[src/spi_port_regs.svh]
`ifndef SPI_PORT_REGS_SVH
`define SPI_PORT_REGS_SVH
`define OFS_CTRL 5'h00
`define OFS_STAT 5'h04
`define OFS_DATA 5'h08
`define OFS_IE 5'h0c
`define OFS_CLR 5'h10
`define CTRL_RATE_LO 0
`define CTRL_RATE_HI 2
`define CTRL_CLOCK_PHASE_SELECT 3
`define CTRL_CPOL 4
`define CTRL_MSTR 5
`define CTRL_SELECT_PIN_DISABLE 6
`define CTRL_EN 7
`define CTRL_RESET 8'h00
`define ST_DONE 0
`define ST_WCOL 1
`define ST_MODE_FAULT_FLAG 2
`define ST_BUSY 3
`define RATE_RSVD 3'h7
`define RESP_OK 2'h0
`define RESP_SLVERR 2'h2
`endif

[src/spi_port_pkg.sv]
package spi_port_pkg;
	typedef enum logic {XFER_IDLE, XFER_RUN} xfer_state_t;
endpackage

[src/spi_master_slave_port.sv]
// Behaviour
// - Master shifts bytes out on master-out line, MSB first.
// - Slave shifts bytes out on master-in line, MSB first.
// - As master, exactly eight serial clock cycles per byte transfer.
// - Deselected slave leaves its master-in output undriven.
// - As master, own select input is expected high.
// - Master with select low raises mode fault, stops driving lines.
// - Mode fault can raise the interrupt.
// - Master with select disable ignores select pin; no mode fault.
// - Slave with phase and select disable set is always selected.
// - Clearing select disable leaves mode fault flag untouched.
// - Master clock is internal clock divided by 2 to 128.
// - Clock polarity and phase are software programmable.
// - Data write during a transfer sets write collision flag.
//
// Chosen here: the AXI4-Lite register port and the register addresses.
`timescale 1ns/1ps
`include "spi_port_regs.svh"
module spi_master_slave_port #(
	parameter int BITS = 8
) (
	input wire logic aclk,
	input wire logic aresetn,
	input wire logic [4:0] awaddr,
	input wire logic awvalid,
	output logic awready,
	input wire logic [31:0] wdata,
	input wire logic [3:0] wstrb,
	input wire logic wvalid,
	output logic wready,
	output logic [1:0] bresp,
	output logic bvalid,
	input wire logic bready,
	input wire logic [4:0] araddr,
	input wire logic arvalid,
	output logic arready,
	output logic [31:0] rdata,
	output logic [1:0] rresp,
	output logic rvalid,
	input wire logic rready,
	input wire logic sck_i,
	output logic sck_o,
	output logic sck_oe,
	input wire logic mosi_i,
	output logic mosi_o,
	output logic mosi_oe,
	input wire logic miso_i,
	output logic miso_o,
	output logic miso_oe,
	input wire logic ss_n_i,
	output logic irq
);
	if (BITS < 2 || BITS > 16)
	begin : g_chk
		$error("BITS must lie in 2..16");
	end

	logic [7:0] ctrl_reg;
	logic [2:0] ie_reg, st_reg, st_next;
	logic [BITS-1:0] tx_reg, rx_reg, rx_buf_reg, rx_next;
	spi_port_pkg::xfer_state_t state_reg;
	logic [5:0] edge_cnt_reg;
	logic [6:0] div_cnt_reg;
	logic sck_reg, sck_prev_reg;
	logic aw_hold_reg, w_hold_reg, bvalid_reg, rvalid_reg;
	logic [4:0] awaddr_reg;
	logic [15:0] wdata_reg;
	logic wlane_reg;
	logic [1:0] bresp_reg, rresp_reg;
	logic [31:0] rdata_reg;

	wire logic [2:0] rate = ctrl_reg[`CTRL_RATE_HI:`CTRL_RATE_LO];
	wire logic clock_phase_select = ctrl_reg[`CTRL_CLOCK_PHASE_SELECT];
	wire logic cpol = ctrl_reg[`CTRL_CPOL];
	wire logic master = ctrl_reg[`CTRL_MSTR];
	wire logic select_pin_disable = ctrl_reg[`CTRL_SELECT_PIN_DISABLE];
	wire logic enable = ctrl_reg[`CTRL_EN];
	wire logic mode_fault_flag = st_reg[`ST_MODE_FAULT_FLAG];
	wire logic run = state_reg == spi_port_pkg::XFER_RUN;

	// AXI4-Lite decode
	wire logic wr_fire = aw_hold_reg & w_hold_reg & ~bvalid_reg;
	wire logic ar_fire = arvalid & ~rvalid_reg;
	wire logic wa_ctrl = awaddr_reg == `OFS_CTRL;
	wire logic wa_data = awaddr_reg == `OFS_DATA;
	wire logic wa_ie = awaddr_reg == `OFS_IE;
	wire logic wa_clr = awaddr_reg == `OFS_CLR;
	wire logic wa_ok = wa_ctrl | wa_data | wa_ie | wa_clr | (awaddr_reg == `OFS_STAT);
	wire logic wr_en = wr_fire & wlane_reg;
	wire logic wr_ctrl = wr_en & wa_ctrl;
	wire logic wr_data = wr_en & wa_data;
	wire logic wr_ie = wr_en & wa_ie;
	wire logic [2:0] clr_bits = (wr_en & wa_clr) ? wdata_reg[2:0] : 3'h0;
	assign awready = ~aw_hold_reg & ~bvalid_reg;
	assign wready = ~w_hold_reg & ~bvalid_reg;
	assign arready = ~rvalid_reg;
	assign bvalid = bvalid_reg;
	assign bresp = bresp_reg;
	assign rvalid = rvalid_reg;
	assign rdata = rdata_reg;
	assign rresp = rresp_reg;

	// Serial engine
	wire logic force_sel = ~master & clock_phase_select & select_pin_disable;
	wire logic sel = enable & ~master & (~ss_n_i | force_sel);
	wire logic mf_ev = enable & master & ~select_pin_disable & ~ss_n_i;
	wire logic drive_ok = enable & master & ~mode_fault_flag;
	wire logic [6:0] half = 7'(7'h01 << rate);
	wire logic m_tick = run & master & (div_cnt_reg == half - 7'h01);
	wire logic s_edge = run & ~master & (sck_i != sck_prev_reg);
	wire logic edge_ev = m_tick | s_edge;
	wire logic leading = ~edge_cnt_reg[0];
	wire logic sample_ev = edge_ev & (leading ^ clock_phase_select);
	// Phase 1 shifts on leading edges, but the first one must keep the MSB
	wire logic shift_ev = edge_ev & ~(leading ^ clock_phase_select) & ~(clock_phase_select & edge_cnt_reg == 6'h00);
	wire logic last_ev = edge_ev & (edge_cnt_reg == 6'(2 * BITS - 1));
	wire logic busy = run & (master | edge_cnt_reg != 6'h00);
	wire logic din = master ? miso_i : mosi_i;
	wire logic m_start = wr_data & ~busy & drive_ok & rate != `RATE_RSVD;
	wire logic s_start = ~run & sel;
	wire logic s_drop = run & ~master & ~sel;
	wire logic [2:0] st_set = {mf_ev, wr_data & busy, last_ev};
	assign rx_next = {rx_reg[BITS-2:0], din};
	assign st_next = (st_reg & ~clr_bits) | st_set;
	assign sck_o = sck_reg;
	assign sck_oe = drive_ok;
	assign mosi_o = tx_reg[BITS-1];
	assign mosi_oe = drive_ok;
	assign miso_o = tx_reg[BITS-1];
	assign miso_oe = sel;
	assign irq = |(st_reg & ie_reg);

	wire logic [31:0] rd_mux =
		(araddr == `OFS_CTRL) ? {24'h000000, ctrl_reg} :
		(araddr == `OFS_STAT) ? {28'h0000000, busy, st_reg} :
		(araddr == `OFS_DATA) ? {16'h0000, 16'(rx_buf_reg)} :
		(araddr == `OFS_IE) ? {29'h0000000, ie_reg} : 32'h00000000;
	wire logic ra_ok = araddr == `OFS_CTRL || araddr == `OFS_STAT || araddr == `OFS_DATA ||
		araddr == `OFS_IE || araddr == `OFS_CLR;

	always_ff @(posedge aclk)
	begin
		if (!aresetn)
		begin
			aw_hold_reg <= 1'b0;
			w_hold_reg <= 1'b0;
			bvalid_reg <= 1'b0;
			rvalid_reg <= 1'b0;
			awaddr_reg <= 5'h00;
			wdata_reg <= 16'h0000;
			wlane_reg <= 1'b0;
			bresp_reg <= `RESP_OK;
			rresp_reg <= `RESP_OK;
			rdata_reg <= 32'h00000000;
		end
		else
		begin
			if (awvalid & awready)
			begin
				aw_hold_reg <= 1'b1;
				awaddr_reg <= awaddr;
			end
			else if (wr_fire)
				aw_hold_reg <= 1'b0;
			if (wvalid & wready)
			begin
				w_hold_reg <= 1'b1;
				wdata_reg <= wdata[15:0];
				wlane_reg <= wstrb[0];
			end
			else if (wr_fire)
				w_hold_reg <= 1'b0;
			if (wr_fire)
			begin
				bvalid_reg <= 1'b1;
				bresp_reg <= wa_ok ? `RESP_OK : `RESP_SLVERR;
			end
			else if (bready)
				bvalid_reg <= 1'b0;
			if (ar_fire)
			begin
				rvalid_reg <= 1'b1;
				rdata_reg <= rd_mux;
				rresp_reg <= ra_ok ? `RESP_OK : `RESP_SLVERR;
			end
			else if (rready)
				rvalid_reg <= 1'b0;
		end
	end

	always_ff @(posedge aclk)
	begin
		if (!aresetn)
		begin
			ctrl_reg <= `CTRL_RESET;
			ie_reg <= 3'h0;
			st_reg <= 3'h0;
		end
		else
		begin
			if (wr_ctrl)
				ctrl_reg <= wdata_reg[7:0];
			if (wr_ie)
				ie_reg <= wdata_reg[2:0];
			st_reg <= st_next;
		end
	end

	// A mode fault aborts at once; a slave losing select mid-byte drops the partial byte
	always_ff @(posedge aclk)
	begin
		if (!aresetn)
		begin
			state_reg <= spi_port_pkg::XFER_IDLE;
			edge_cnt_reg <= 6'h00;
			div_cnt_reg <= 7'h00;
			sck_reg <= 1'b0;
			sck_prev_reg <= 1'b0;
			tx_reg <= '0;
			rx_reg <= '0;
			rx_buf_reg <= '0;
		end
		else
		begin
			sck_prev_reg <= sck_i;
			if (wr_data & ~busy)
				tx_reg <= BITS'(wdata_reg);
			else if (shift_ev)
				tx_reg <= {tx_reg[BITS-2:0], 1'b0};
			if (sample_ev)
				rx_reg <= rx_next;
			if (last_ev)
				rx_buf_reg <= sample_ev ? rx_next : rx_reg;
			div_cnt_reg <= (~run | m_tick) ? 7'h00 : div_cnt_reg + 7'h01;
			if (~run | ~master)
				sck_reg <= cpol;
			else if (m_tick)
				sck_reg <= ~sck_reg;
			if (mf_ev | last_ev | s_drop)
			begin
				state_reg <= spi_port_pkg::XFER_IDLE;
				edge_cnt_reg <= 6'h00;
			end
			else if (m_start | s_start)
			begin
				state_reg <= spi_port_pkg::XFER_RUN;
				edge_cnt_reg <= 6'h00;
			end
			else if (edge_ev)
				edge_cnt_reg <= edge_cnt_reg + 6'h01;
		end
	end

	logic sck_d_reg;
	logic [5:0] tog_cnt_reg;
	always_ff @(posedge aclk)
	begin
		sck_d_reg <= sck_o;
		if (m_start)
			tog_cnt_reg <= 6'h00;
		else if (sck_o != sck_d_reg)
			tog_cnt_reg <= tog_cnt_reg + 6'h01;
	end
endmodule // spi_master_slave_port

[config.mk]
export PLATFORM = sky130hd
export DESIGN_NAME = spi_master_slave_port
export DESIGN_NICKNAME = d
export VERILOG_FILES = /design/src/spi_port_pkg.sv /design/src/spi_master_slave_port.sv
export VERILOG_INCLUDE_DIRS = /design/src
export SDC_FILE = /design/constraint.sdc
export NUM_CORES = 1
export LEC_CHECK = 0
export ABC_AREA = 1
export BUFFER_PORTS_ARGS = -buffer_cell sky130_fd_sc_hd__buf_4
export CAP_MARGIN = 20
export CORE_ASPECT_RATIO = 0.7
export CORE_MARGIN = 10
export CORE_UTILIZATION = 57
export DETAILED_ROUTE_END_ITERATION = 7
export GPL_ROUTABILITY_DRIVEN = 0
export PLACE_DENSITY = 0.85
export SLEW_MARGIN = 15
export SYNTH_ARGS = -nofsm -noshare
export SYNTH_HDL_FRONTEND = slang
export SYNTH_SLANG_ARGS = --single-unit
[constraint.sdc]
create_clock -name aclk -period 2.9 [get_ports aclk]
set_clock_uncertainty 0.2 [all_clocks]
set_input_delay 0 -clock aclk [delete_from_list [all_inputs] [get_ports aclk]]
set_output_delay 0 -clock aclk [all_outputs]
set_load 0.01 [all_outputs]
==> impl_metrics.toml <==
[routing]
wl_per_cell_um = 15.5
firstDrtPassIters = 6
viasPerCell = 5.45
drt_wl_total_mm = 11.6
drtIter0Drc = 423
drc = 0
antenna_left = 0
num_vias = 4080

[layout]
antenna_cells = 0
nets = 710
drive_above_1_share_pct = 16.2
area_delta_synth_final_pct = 23.5
fill_cells = 465

[grt]
grtUsageTotal_pct = 20.7
grt_pass1_wl_mm = 19.1
grt_start_max_net_pins = 39
grt_antenna_before_repair = 0
grt_pass1_vias = 4033
overflow = 0

[worst_setup_path]
setup.worst_path.end_class = "register"
cpMaxStageDelayCell = "dfxtp_1"
arrival_ns = 2.59
critPathLaunchType = "register"
critPathRequiredTime_ns = 2.93
cp_max_fo = 22
reg2reg_setup_slack_ns = 0.34
path_cells = "nand2_2, clkinv_1, nand2_1, nor2_1, nand2_1, nor2_2, nand3_2, nand2_4, nand4_4, nand3b_1, nor2_1"
cp_top_family = "simple AND/OR/NAND/NOR gates"
crit_type = "reg -> reg"
critPathBufInv = 1
critPathMaxStageDelay_ns = 0.60

[floorplan]
ios = 105
initial_core_util_pct = 60.0
core_um2 = 6880
fp.dieW_um = 122
rows = 25
die_area_um2 = 11100
die_y_um = 91.2

[clock_network]
post_cts_buffers = 0
numCtsBuffers = 9
clockBufferDepth = 2
clk_root_buffer_cell = "clkbuf_8"
clock_latency_ns = 0.35
cts_tree = "yes"
clkSinkCount = 82
path_clk_slew_ns = 0.08
htreeDepth = 3

[hold_path]
hp-class = "in -> reg"

[sta]
slew_violations = 0
fmax_ghz = 0.391
setup_violations = 0
tns_ns = 0
hold_viol_final = 0
fin_crit_sh_pct = 88.1
slew_headroom_pct = 34.8
rsz0062_at_grt = "no"
period_needed_ns = 2.56
tightest_slew_ns = 0.971

[synth]
ys_async_sr_fraction_pct = 0
synthTopCellsByArea = "dfxtp_1 (40%), nand2_1 (8.7%), nor2_1 (6.0%), inv_1 (5.9%), buf_4 (5.6%)"
synth_area_leader_cell = "dfxtp_1"
synth_seq_area_share_pct = 39.8
yosysWarnings = 0
netlist_area_um2 = 4130
synth_edf_count = 0
synth_flop_cell = "dfxtp_1"
synth-seq-cells = 82
yosysMostFrequentCell = "nand2_1"
syn_inst = 560
synthTopCellsByCount = "nand2_1 (96), dfxtp_1 (82), nor2_1 (66)"
avgSynthCellArea_um2 = 7.37
synth_top_cell_area_share_pct = 39.8
ys_types = 46

[power]
power.density_nw_per_um2 = 467
vdd_drop_max_uv = 340
finalPower_mw = 2.38
p_leak_nw = 2.21

[status]
status = "completed"

[flow_run]
max_cap_violations = 0

[place]
port_buffers = 51
dp_hpwl_mm = 7.32
power by group:
| group | switching [mW] | internal [mW] |
|---|---|---|
| sequential | 0.0238 | 1.16 |
| clock | 0.411 | 0.503 |
| combinational | 0.154 | 0.131 |
| total | 0.589 | 1.79 |
timing repair:
| item | in CTS | in global routing |
|---|---|---|
| setup endpoints to repair | 0 | 0 |
| hold buffers | 47 | 0 |
| resized for setup | 0 | 0 |
| endpoints found under the hold margin | 42 | 0 |
worst paths after layout:
| kind | from | end | depth (start not counted) |
|---|---|---|---|
| setup / recovery | ctrl_reg[5] | edge_cnt_reg[5] | 11 |
| hold reg to reg | div_cnt_reg[0] | div_cnt_reg[0] | 1 |
| setup reg to reg | ctrl_reg[5] | edge_cnt_reg[5] | 11 |
| hold / removal | araddr[2] | rdata[0] | 7 |
layer usage:
metal | global-route usage (%) | share of wire (%)
met2 | 35.2 | 49
met4 | 8.42 | 2.7
met3 | 6.25 | 9.4
met1 | 23.7 | 39
met5 | 0 | 0
placed cells by master (no fill, tap or decap), types with 3 or more instances in the layout:
cell / Yosys / final
conb_1: 1 / 26
dfxtp_1: 82 / 82
nor3_1: 4 / 4
clkbuf_8: 0 / 10
buf_4: 31 / 53
xor2_1: 5 / 5
nor2_4: 3 / 3
a211oi_1: 7 / 7
nand2_2: 11 / 11
nand3_1: 31 / 31
o21ai_0: 45 / 45
inv_1: 65 / 65
nand4_1: 5 / 5
a21oi_2: 7 / 7
nand2_1: 96 / 96
o211ai_1: 7 / 7
dlygate4sd3_1: 0 / 47
ha_1: 3 / 3
a21oi_1: 45 / 45
nor2_1: 66 / 66
cell type report:
cell class / count / area [um^2] / share of cell area, %
Multi-Input combinational cell: 389 / 2000 / 39.2
Clock buffer: 10 / 138 / 2.70
Timing Repair Buffer: 100 / 868 / 17.0
Sequential cell: 82 / 1640 / 32.2
Inverter: 68 / 258 / 5.06
Clock inverter: 5 / 78.8 / 1.55
Tap cell: 94 / 118 / 2.31
worst reg2reg max path: cells and delay by family, from the launching register on:
family        cells  cell delay, ns
buf+inv           1            0.08
flops             1            0.60
simple gates     10            1.56
stage by stage:
stage | hold slack [ns] | setup slack (ns) | utilization, % | cells | area, um^2
2_1_floorplan | -0.107 | 1.05 | - | 585 | 4220
3_3_place_gp | 0.000721 | 0.534 | 64.1 | 686 | 4410
3_5_place_dp | 0.00210 | 0.431 | 64.1 | 686 | 4410
4_1_cts | 0.0212 | 0.388 | 74.1 | 748 | 5100
5_1_grt | 0.118 | 0.0954 | 74.1 | 748 | 5100
6_report | 0.0528 | 0.344 | 74.1 | 748 | 5100
kinds of logic after synthesis:
logic type,count (synthesis),synth area share (%)
adders and majority gates,3,0.909
other,1,0.0908
AOI/OAI and AO/OA,122,17.1
xor gates and xnor gates,6,1.27
DFF,82,39.8
muxes,1,0.273
buffers and inverters,114,14.1
and+or+nand+nor,231,26.5
Note: power is estimated with default switching activity, not from simulation.
